==> src/logic/compare_pwm_consts.vh <==
// constants shared by the compare and pwm unit
`ifndef COMPARE_PWM_CONSTS_VH
`define COMPARE_PWM_CONSTS_VH

// ----------------------------------------
// mode codes
// ----------------------------------------
`define MODE_OFF 4'h0
`define MODE_CMP_SET 4'h8
`define MODE_CMP_CLR 4'h9
`define MODE_CMP_SOFT 4'ha
`define MODE_CMP_TRIG 4'hb
`define MODE_PWM_HI 2'h3

// ----------------------------------------
// prescale codes and widths
// ----------------------------------------
`define PRESCALE_1 2'h0
`define PRESCALE_4 2'h1
`define CYCLES_PER_TICK 2'h3
`define PERIOD_RESET 8'hff

`endif

==> src/logic/compare_and_pwm_unit.v <==
// compare and standard pwm unit with its compare and period timers
//
// Overview of operation
// - clearing mode control forces the compare output latch low
// - mode 1010 sets the flag only, pin untouched
// - mode 1011 resets compare timer and starts conversion if enabled
// - trigger is immediate; timer clears on the next timer tick
// - trigger-caused timer reset never sets the timer overflow flag
// - changing compare value before the clear edge cancels the clear
// - pwm mode makes up to 10-bit duty output on the pin
// - clearing mode control releases the pin to port function
// - period is (limit+1) times 4 clocks times prescale
// - after timer equals limit: clear timer, set pin if new duty is nonzero, load duty
// - postscaler does not affect pwm period
// - duty is low-byte register plus two low control bits
// - in pwm mode active duty high byte is read only
// - duty double buffered, takes effect at period boundary
// - time base is period timer plus phase or prescaler bits
// - time base equal to active duty drives pin low
// - pulse wider than period leaves the pin unchanged
// - resolution is log2 of 4 times (limit+1)
// - sleep freezes timer and state, pin holds its level
// - any reset restores registers and makes pin an input
// - compare pair continuously compared with compare timer
// - 1000 sets, 1001 clears output with flag; 11xx is pwm
// - every compare mode sets the irq flag on match
// - mode 0000 switches unit off and resets its state
`timescale 1ns/1ns
`default_nettype none
`include "compare_pwm_consts.vh"
module compare_and_pwm_unit (
    input wire ref_clk,
    input wire nrst,
    input wire [3:0] mode_select_field,
    input wire [1:0] duty_low_bits,
    input wire [7:0] duty_or_compare_low_byte,
    input wire [7:0] compare_high_byte,
    input wire [7:0] period_limit,
    input wire [1:0] period_timer_prescale,
    input wire period_timer_run,
    input wire compare_timer_run,
    input wire compare_timer_ext_clk,
    input wire compare_timer_ext_mode,
    input wire converter_enabled,
    input wire sleep,
    input wire pin_direction_bit,
    input wire port_data_latch,
    input wire irq_flag_clear,
    input wire overflow_flag_clear,
    input wire period_flag_clear,
    output reg unit_output_pin,
    output reg unit_output_pin_oe,
    output reg unit_irq_flag,
    output reg timer_overflow_flag,
    output reg period_timer_match_flag,
    output reg conversion_start,
    output reg [7:0] active_duty_high_byte,
    output reg [7:0] period_timer,
    output reg [15:0] compare_timer
);
    // ----------------------------------------
    // mode decode
    // ----------------------------------------
    function is_pwm;
        input [3:0] m;
        is_pwm = (m[3:2] == `MODE_PWM_HI);
    endfunction

    function is_compare;
        input [3:0] m;
        is_compare = (m[3:2] == 2'b10);
    endfunction

    localparam ST_OFF = 3'b001;
    localparam ST_CMP = 3'b010;
    localparam ST_PWM = 3'b100;

    reg [2:0] state;
    reg [2:0] next_state;
    reg cmp_latch;
    reg trig_pending;
    reg [1:0] duty_low_latch;
    reg pwm_level;
    reg ext_clk_prev;
    wire ext_clk_s;
    wire tick;
    wire [1:0] fine_bits;
    wire run_active;
    wire cmp_tick;
    wire [15:0] compare_value;
    wire cmp_match;
    wire [9:0] time_base;
    wire [9:0] active_duty;
    wire period_end;
    wire mode_pwm;
    wire mode_cmp;
    wire trig_hit;
    wire timer_clear;

    assign mode_pwm = is_pwm(mode_select_field);
    assign mode_cmp = is_compare(mode_select_field);

    // ----------------------------------------
    // input synchronisation and period tick
    // ----------------------------------------
    // external compare timer clock only usable as synchronised counter
    sync2 u_ext_sync (
        .ref_clk(ref_clk),
        .nrst(nrst),
        .d(compare_timer_ext_clk),
        .q(ext_clk_s)
    );

    assign run_active = period_timer_run && !sleep;

    period_prescaler u_presc (
        .ref_clk(ref_clk),
        .nrst(nrst),
        .run(run_active),
        .period_timer_prescale(period_timer_prescale),
        .tick(tick),
        .fine_bits(fine_bits)
    );

    // ----------------------------------------
    // state machine
    // ----------------------------------------
    always @* begin
        case (1'b1)
            mode_pwm: next_state = ST_PWM;
            mode_cmp: next_state = ST_CMP;
            default: next_state = ST_OFF;
        endcase
    end

    always @(posedge ref_clk or negedge nrst) begin
        if (!nrst) begin
            state <= ST_OFF;
        end else if (!sleep) begin
            state <= next_state;
        end
    end

    // ----------------------------------------
    // compare timer and match
    // ----------------------------------------
    assign cmp_tick = compare_timer_run && !sleep &&
                      (compare_timer_ext_mode ? (ext_clk_s && !ext_clk_prev) : 1'b1);
    assign compare_value = {compare_high_byte, duty_or_compare_low_byte};
    // match holds every cycle the timer equals the value, except while a trigger clear is pending
    assign cmp_match = mode_cmp && (compare_timer == compare_value) && !trig_pending;
    assign trig_hit = cmp_match && state == ST_CMP && mode_select_field == `MODE_CMP_TRIG;
    // the clear waits for the timer edge; a changed value cancels it
    assign timer_clear = cmp_tick && (trig_pending || trig_hit) &&
                         (compare_timer == compare_value);

    always @(posedge ref_clk or negedge nrst) begin
        if (!nrst) begin
            compare_timer <= 16'h0000;
            ext_clk_prev <= 1'b0;
            trig_pending <= 1'b0;
            timer_overflow_flag <= 1'b0;
        end else begin
            ext_clk_prev <= ext_clk_s;
            if (timer_clear) begin
                compare_timer <= 16'h0000;
            end else if (cmp_tick) begin
                compare_timer <= compare_timer + 16'h0001;
            end
            // re-match suppressed until the next timer edge
            if (cmp_tick) begin
                trig_pending <= 1'b0;
            end else if (trig_hit) begin
                trig_pending <= 1'b1;
            end
            // overflow flag only from natural roll-over, set beats clear
            if (cmp_tick && !timer_clear && compare_timer == 16'hffff) begin
                timer_overflow_flag <= 1'b1;
            end else if (overflow_flag_clear) begin
                timer_overflow_flag <= 1'b0;
            end
        end
    end

    // ----------------------------------------
    // compare actions, flag and trigger pulse
    // ----------------------------------------
    always @(posedge ref_clk or negedge nrst) begin
        if (!nrst) begin
            cmp_latch <= 1'b0;
            unit_irq_flag <= 1'b0;
            conversion_start <= 1'b0;
        end else begin
            conversion_start <= 1'b0;
            if (mode_select_field == `MODE_OFF) begin
                cmp_latch <= 1'b0;
            end else if (cmp_match && state == ST_CMP && !sleep) begin
                case (mode_select_field)
                    `MODE_CMP_SET: cmp_latch <= 1'b1;
                    `MODE_CMP_CLR: cmp_latch <= 1'b0;
                    `MODE_CMP_TRIG: conversion_start <= converter_enabled;
                    default: cmp_latch <= cmp_latch;
                endcase
            end
            if (cmp_match && state == ST_CMP && !sleep) begin
                unit_irq_flag <= 1'b1;
            end else if (irq_flag_clear) begin
                unit_irq_flag <= 1'b0;
            end
        end
    end

    // ----------------------------------------
    // pwm period timer and duty buffers
    // ----------------------------------------
    assign time_base = {period_timer, fine_bits};
    assign active_duty = {active_duty_high_byte, duty_low_latch};
    assign period_end = tick && (period_timer == period_limit);

    always @(posedge ref_clk or negedge nrst) begin
        if (!nrst) begin
            period_timer <= 8'h00;
            period_timer_match_flag <= 1'b0;
            active_duty_high_byte <= 8'h00;
            duty_low_latch <= 2'h0;
            pwm_level <= 1'b0;
        end else begin
            if (period_end) begin
                period_timer <= 8'h00;
            end else if (tick) begin
                period_timer <= period_timer + 8'h01;
            end
            if (period_end) begin
                period_timer_match_flag <= 1'b1;
            end else if (period_flag_clear) begin
                period_timer_match_flag <= 1'b0;
            end
            if (state != ST_PWM) begin
                // compare modes expose the written high byte here
                active_duty_high_byte <= compare_high_byte;
                pwm_level <= 1'b0;
            end else if (period_end) begin
                // read only in pwm, reloaded only here
                active_duty_high_byte <= duty_or_compare_low_byte;
                duty_low_latch <= duty_low_bits;
                pwm_level <= ({duty_or_compare_low_byte, duty_low_bits} != 10'h000);
            end else if (run_active && time_base == active_duty) begin
                // duty beyond the period never matches, level stays
                pwm_level <= 1'b0;
            end
        end
    end

    // ----------------------------------------
    // pin drive
    // ----------------------------------------
    always @(posedge ref_clk or negedge nrst) begin
        if (!nrst) begin
            unit_output_pin <= 1'b0;
            unit_output_pin_oe <= 1'b0;
        end else if (!sleep) begin
            unit_output_pin_oe <= !pin_direction_bit;
            case (next_state)
                // mask the match cycle so the pulse lasts exactly duty time-base steps
                ST_PWM: unit_output_pin <= pwm_level && (time_base != active_duty);
                ST_CMP: unit_output_pin <= (mode_select_field[3:1] == 3'b100) ?
                                           cmp_latch : port_data_latch;
                default: unit_output_pin <= port_data_latch;
            endcase
        end
    end
endmodule // compare_and_pwm_unit
`default_nettype wire

==> src/logic/period_prescaler.v <==
// period timer tick generator: 4 system phases times prescale
`timescale 1ns/1ns
`default_nettype none
`include "compare_pwm_consts.vh"
module period_prescaler (
    input wire ref_clk,
    input wire nrst,
    input wire run,
    input wire [1:0] period_timer_prescale,
    output wire tick,
    output wire [1:0] fine_bits
);
    reg [5:0] count;
    wire [5:0] last;

    // 1:1 -> 3, 1:4 -> 15, else 1:16 -> 63
    assign last = (period_timer_prescale == `PRESCALE_1) ? 6'h03 :
                  (period_timer_prescale == `PRESCALE_4) ? 6'h0f : 6'h3f;
    assign tick = run && (count == last);
    // low two bits of time base: clock phase at 1:1, prescaler bits otherwise
    assign fine_bits = (period_timer_prescale == `PRESCALE_1) ? count[1:0] :
                       (period_timer_prescale == `PRESCALE_4) ? count[3:2] : count[5:4];

    always @(posedge ref_clk or negedge nrst) begin
        if (!nrst) begin
            count <= 6'h00;
        end else if (run) begin
            count <= (count >= last) ? 6'h00 : count + 6'h01;
        end
    end
endmodule // period_prescaler
`default_nettype wire

==> src/logic/sync2.v <==
// two flip-flop level synchroniser
`timescale 1ns/1ns
`default_nettype none
module sync2 (
    input wire ref_clk,
    input wire nrst,
    input wire d,
    output reg q
);
    reg meta;

    always @(posedge ref_clk or negedge nrst) begin
        if (!nrst) begin
            meta <= 1'b0;
            q <= 1'b0;
        end else begin
            meta <= d;
            q <= meta;
        end
    end
endmodule // sync2
`default_nettype wire

==> config.mk <==
export PLATFORM = sky130hd
export DESIGN_NAME = compare_and_pwm_unit
export DESIGN_NICKNAME = d
export VERILOG_FILES = /design/src/logic/compare_and_pwm_unit.v /design/src/logic/period_prescaler.v /design/src/logic/sync2.v
export VERILOG_INCLUDE_DIRS = /design/src /design/src/logic
export SDC_FILE = /design/constraint.sdc
export NUM_CORES = 1
export LEC_CHECK = 0
export ABC_AREA = 1
export ABC_CLOCK_PERIOD_IN_PS = 2710
export BUFFER_PORTS_ARGS = -buffer_cell sky130_fd_sc_hd__buf_2
export CORE_MARGIN = 8
export CORE_UTILIZATION = 45
export CTS_CLUSTER_SIZE = 24
export DETAILED_ROUTE_END_ITERATION = 10
export PLACE_DENSITY_LB_ADDON = 0.1
export SYNTH_ARGS = -nofsm -noshare
export SYNTH_HDL_FRONTEND = slang
export SYNTH_SLANG_ARGS = --single-unit
==> constraint.sdc <==
create_clock -name ref_clk -period 2.71 [get_ports ref_clk]
set_input_delay 0.271 -clock ref_clk [delete_from_list [all_inputs] [get_ports ref_clk]]
set_output_delay 0.271 -clock ref_clk [all_outputs]
set_load 0.005 [all_outputs]
Yosys cells after proc, flatten, opt, wreduce, memory -nomap -nowiden
Cells that the tools add are included.
W data, S select, Z words.

storage, ports and cells
  input port bits = 45
  register bits after elaboration = 55

cells by class
  mux-type cells = 33
  reductions and logical operators = 38
  bitwise logic cells = 1
  add/subtract/negate cells = 3
  magnitude comparators = 1
  eq/ne operators = 17

operators with widths
  operator                 count
  $mux W16                 2
  $mux W8                  4
  $mux W1                  18
  $mux W6                  3
  $logic_and A1 B1 Y1      17
  $add A16 B1 Y16 const B  1
  $eq A16 B16 Y1           1
  $eq A16 B16 Y1 const B   1
  $reduce_bool A2 Y1       8
  $eq A4 B4 Y1 const B     3
  $eq A10 B10 Y1           1
  $ne A10 B10 Y1           1
  $reduce_bool A10 Y1      1
  $add A8 B1 Y8 const B    1
  $eq A8 B8 Y1             1
  $add A6 B1 Y6 const B    1
  $eq A3 B2 Y1 const B     2
  $eq A3 B3 Y1 const B     2
  $eq A6 B6 Y1             1
  $ge A6 B6 Y1             1
  $mux W2                  3
  $reduce_bool A3 Y1       2
  $logic_not A1 Y1         5
  $eq A2 B2 Y1 const B     2
  other kinds (9)          11

Longest topological paths before layout
  word-level depth = 12
  gate-level depth with buffers = 13

By module
From an unflattened synthesis, not the netlist that was laid out.

unflattened totals
  cell total of the unflattened synthesis = 482
  area, all modules = 3467.1 sq um

modules (own cells, without submodules)
  module                cells an instance  instances  area an instance (sq um)
  compare_and_pwm_unit  413                1          2954.1
  period_prescaler      67                 1          462.9
  sync2                 2                  1          50.0

Least setup slack after synthesis
OpenSTA, ideal clock, no wires.

  kind = register to register
  from = register u_presc.count[5]
  to = register pwm_level
  path slack = 1005 ps
  cell stages (with the launch flop) = 10
  arrival = 1639 ps
  data required time = 2644 ps
  setup time = 66 ps
  period minus slack after synthesis = 1705 ps
  cells stage by stage = dfrtp_1 > ha_1 > nand2_1 > inv_1 > nand4_2 > nor2_4 > nand3_1 > nor3_4 > o21ai_0 > nand2_1

on the way
  word-level cells in the longest chain between the ends = 5

ends and longest elaborated chain
  what                                                     line                                                    text
  from (decl)                                              period_prescaler.v:13                                   reg [5:0] count;
  from (signal assigned)                                   period_prescaler.v:28                                   count <= (count >= last) ? 6'h00 : count + 6'h01;
  $mux W2 or $eq A6 B6 Y1 (tied branches)                  period_prescaler.v:22, period_prescaler.v:19
  $mux W2 or $logic_and A1 B1 Y1 (tied branches)           period_prescaler.v:21, period_prescaler.v:19
  $eq A10 B10 Y1 or $logic_and A1 B1 Y1 (tied branches)    compare_and_pwm_unit.v:247, compare_and_pwm_unit.v:218
  $logic_and A1 B1 Y1 or $mux W1 (tied branches)           compare_and_pwm_unit.v:247, compare_and_pwm_unit.v:242
  $reduce_bool A3 Y1 (no line) or $mux W1 (tied branches)  --
  to (signal assigned)                                     compare_and_pwm_unit.v:246                              pwm_level <= ({duty_or_compare_low_byte, duty_low_bits} != 10'h000);
  to (decl)                                                compare_and_pwm_unit.v:83                               reg pwm_level;

Several ways; a longest one is shown, not always the timed one.
A chain may end at the register's enable or synchronous reset.

Worst setup path in the final report
Same ends and word-level chain as after synthesis.

==> results.yml <==
pwr:
  p_per_area_nw_per_um2: 535
  p_seq_share_pct: 49.3
  switchingPower_w: 0.000790
  p_leak_nw: 2.31
  netSwitchingFraction_pct: 35.4
  pwr-share-clk_pct: 22.4
  pwr-share-comb_pct: 28.3
  max-vdd-ir-drop_v: 0.000324
  p_int_w: 0.00144
sta:
  setup_viol: 0
  skew_ps: 4.47
  timing.final.crit_share_pct: 72.4
  fin_setup_tns_ps: 0
  fmax_ghz: 0.510
  layout_setup_ws_ps: 749
  rsz0062_at_grt: "no"
  max_slew_margin_pct: 68.5
  final_hold_viol_count: 0
  worst_hold_slack_ps: 82.7
  period_needed_ps: 1960
  maxSlewViolCount: 0
  worst-slew-pin-transition_ps: 469
placement:
  post-dp-hpwl_um: 7130
  placed_area_um2: 4060
  port_buffers: 82
  dp_slack_ps: 696
  gp_congestion: 0.869
cells_and_area:
  num_antenna_cells: 0
  fill_cells: 769
  post-route-cell-area_um2: 4170
  drive_gt1_share_pct: 23.3
  syn_to_final_growth_pct: 18.4
  final_nets: 622
drt:
  first_pass_iters: 4
  antenna_left: 0
  wl_um: 8880
  via_count: 3210
  drc: 0
  via_per_inst: 4.77
  drt_iter0_drc: 87
  routedWlPerCell_um: 13.2
global_routing:
  antenna_found_initial: 0
  grt_pass1_wl_um: 15000
  grt_overflow_total: 0
  grt_pass1_vias: 3208
  grt_max_degree: 25
  grt.total_usage_pct: 16.5
die:
  ios: 83
  die_h_um: 104
  die_area_um2: 10900
  initial_core_util_pct: 46.0
  design.core.area_um2: 7650
  dieWidth_um: 104
  rows: 32
synth:
  yosysTopAreaCell: "dfrtp_1"
  yosys.area_share.adder_pct: 2.49
  synth-xor-area-share_pct: 7.72
  synth_area_leaders: "dfrtp_1 (38%), nand2_1 (15%), inv_1 (8.7%)"
  synthFlopType: "dfrtp_1"
  syn_area_per_cell_um2: 7.31
  syn_inst: 481
  synth_compound_area_share_pct: 6.15
  synth.cell_area_um2: 3520
  async_reset_ff_share_pct: 100
  ys_ff_latch: 55
  yosysSeqAreaShare_pct: 39.2
  synth_edf_count: 0
  synth_top_family_by_area: "simple AND/OR/NAND/NOR gates"
  netlist.area_leader.share_pct: 38.4
  synth_cell_types: 36
  synth-simple-area-share_pct: 33.7
  yosys_warnings: 0
  yosys-mux-area-fraction_pct: 0
  postSynthNetCount: 533
clock_tree:
  cts_buffers: 5
  cts_sinks: 55
  htree_levels: 2
  clock_latency_ps: 300
  post_cts_buffers: 0
  cts-root-buf: "clkbuf_8"
  clock_path_buffers: 2
  clk_pin_slew_ps: 100
  cts_tree: "built"
critical_path:
  cp_data_arrival_time_ps: 2210
  critPathMaxFanout: 10
  crit_required_ps: 2960
  critPathLaunch: "u_presc.count[5]"
  cp-start-kind: "flop"
  endpoint_kind: "flop"
  r2r_start: "u_presc.count[5]"
  crit_type: "reg -> reg"
hold_path:
  min_from: "compare_timer_ext_clk"
  hp-class: "in -> reg"
run:
  drv_cap: 0
status:
  status: "complete, no violations"
## cell usage in the layout (no fill, tap or decap), drive strengths merged, types with 7 or more instances in the layout
cell      n
clkbuf    8
o211ai    9
nand3    32
ha        7
o21ai    17
buf      85
dfrtp    54
xor2     26
inv      94
nor3     12
a21oi     7
nand2   146
nor2     45
nand4    10
## per-layer routing
metal  track usage [%]  share of wire [%]
met4              4.55               0.69
met3              3.04                4.0
met5                 0                  0
met1              20.1                 47
met2              28.7                 49
## what timing repair did
action	in CTS	in global routing
gates resized for setup	0	0
hold buffers	1	0
endpoints found under the hold margin	9	0
## layout make-up
type / instances / area, um^2 / area share [%]
Multi-Input combinational cell: 327 / 1760 / 42.3
Sequential cell: 55 / 1380 / 33.1
Timing Repair Buffer: 86 / 443 / 10.6
Inverter: 95 / 357 / 8.56
Tap cell: 102 / 128 / 3.06
Clock buffer: 8 / 100 / 2.40
## flip-flops by register name, summed over array words and instances, names as in the netlist, 2 cells and up
| register | count |
|---|---|
| active_duty_high_byte | 8 |
| period_timer | 8 |
| state | 3 |
| duty_low_latch | 2 |
| u_presc.count | 6 |
| compare_timer | 16 |
## metrics by stage
stage	cells	utilization, %	total power, W
4_1_cts	673	54.5	0.00226
3_5_place_dp	664	53.0	0.00174
2_1_floorplan	481	-	0.00149
6_report	673	54.5	0.00223
3_3_place_gp	664	53.0	0.00173
5_1_grt	673	54.5	0.00239
## synthesized netlist by cell type, drive strengths merged, types with 2 or more instances
cell type	instances
a211oi	2
a21oi	7
buf	2
clkbuf	2
dfrtp	54
ha	7
inv	94
nand2	146
nand3	32
nand3b	2
nand4	10
nor2	45
nor3	12
nor4	3
o211ai	9
o21ai	17
xnor2	5
xor2	26
## final timing paths
| check | endpoint | slack [ps] | depth (start not counted) |
|---|---|---|---|
| worst min register to register | ext_clk_prev | 390 | 0 |
| worst min-delay path | u_ext_sync.meta | 80 | 1 |
| min in group asynchronous | period_timer[6] | 380 | 2 |
| worst max-delay path | pwm_level | 750 | 9 |
| worst max register to register | pwm_level | 750 | 9 |
| max in group asynchronous | state[0] | 1680 | 3 |
## power by group through the flow
stage                     sequential [W]  clock, W  combinational [W]
after global routing             0.00112  0.000537           0.000728
after detailed placement         0.00111         0           0.000629
after global placement           0.00111         0           0.000620
after CTS                        0.00110  0.000519           0.000638
final                            0.00110  0.000500           0.000630
after floorplan                  0.00108         0           0.000411
## kinds of logic after synthesis
kind of cell,count (synthesis)
adders and majority gates,7
and+or+nand+nor,252
AOI/OAI and AO/OA,37
xor gates and xnor gates,31
DFF,55
buffers and inverters,99
## critical path, cell delays in order (launching register included)
cell,delay (ps)
dfrtp_1,420
ha_1,310
nand2_1,50
inv_1,70
nand4_2,110
nor2_4,210
nand3_1,190
nor3_4,310
o21ai_0,140
nand2_1,80
(Power assumes the default switching activity.)
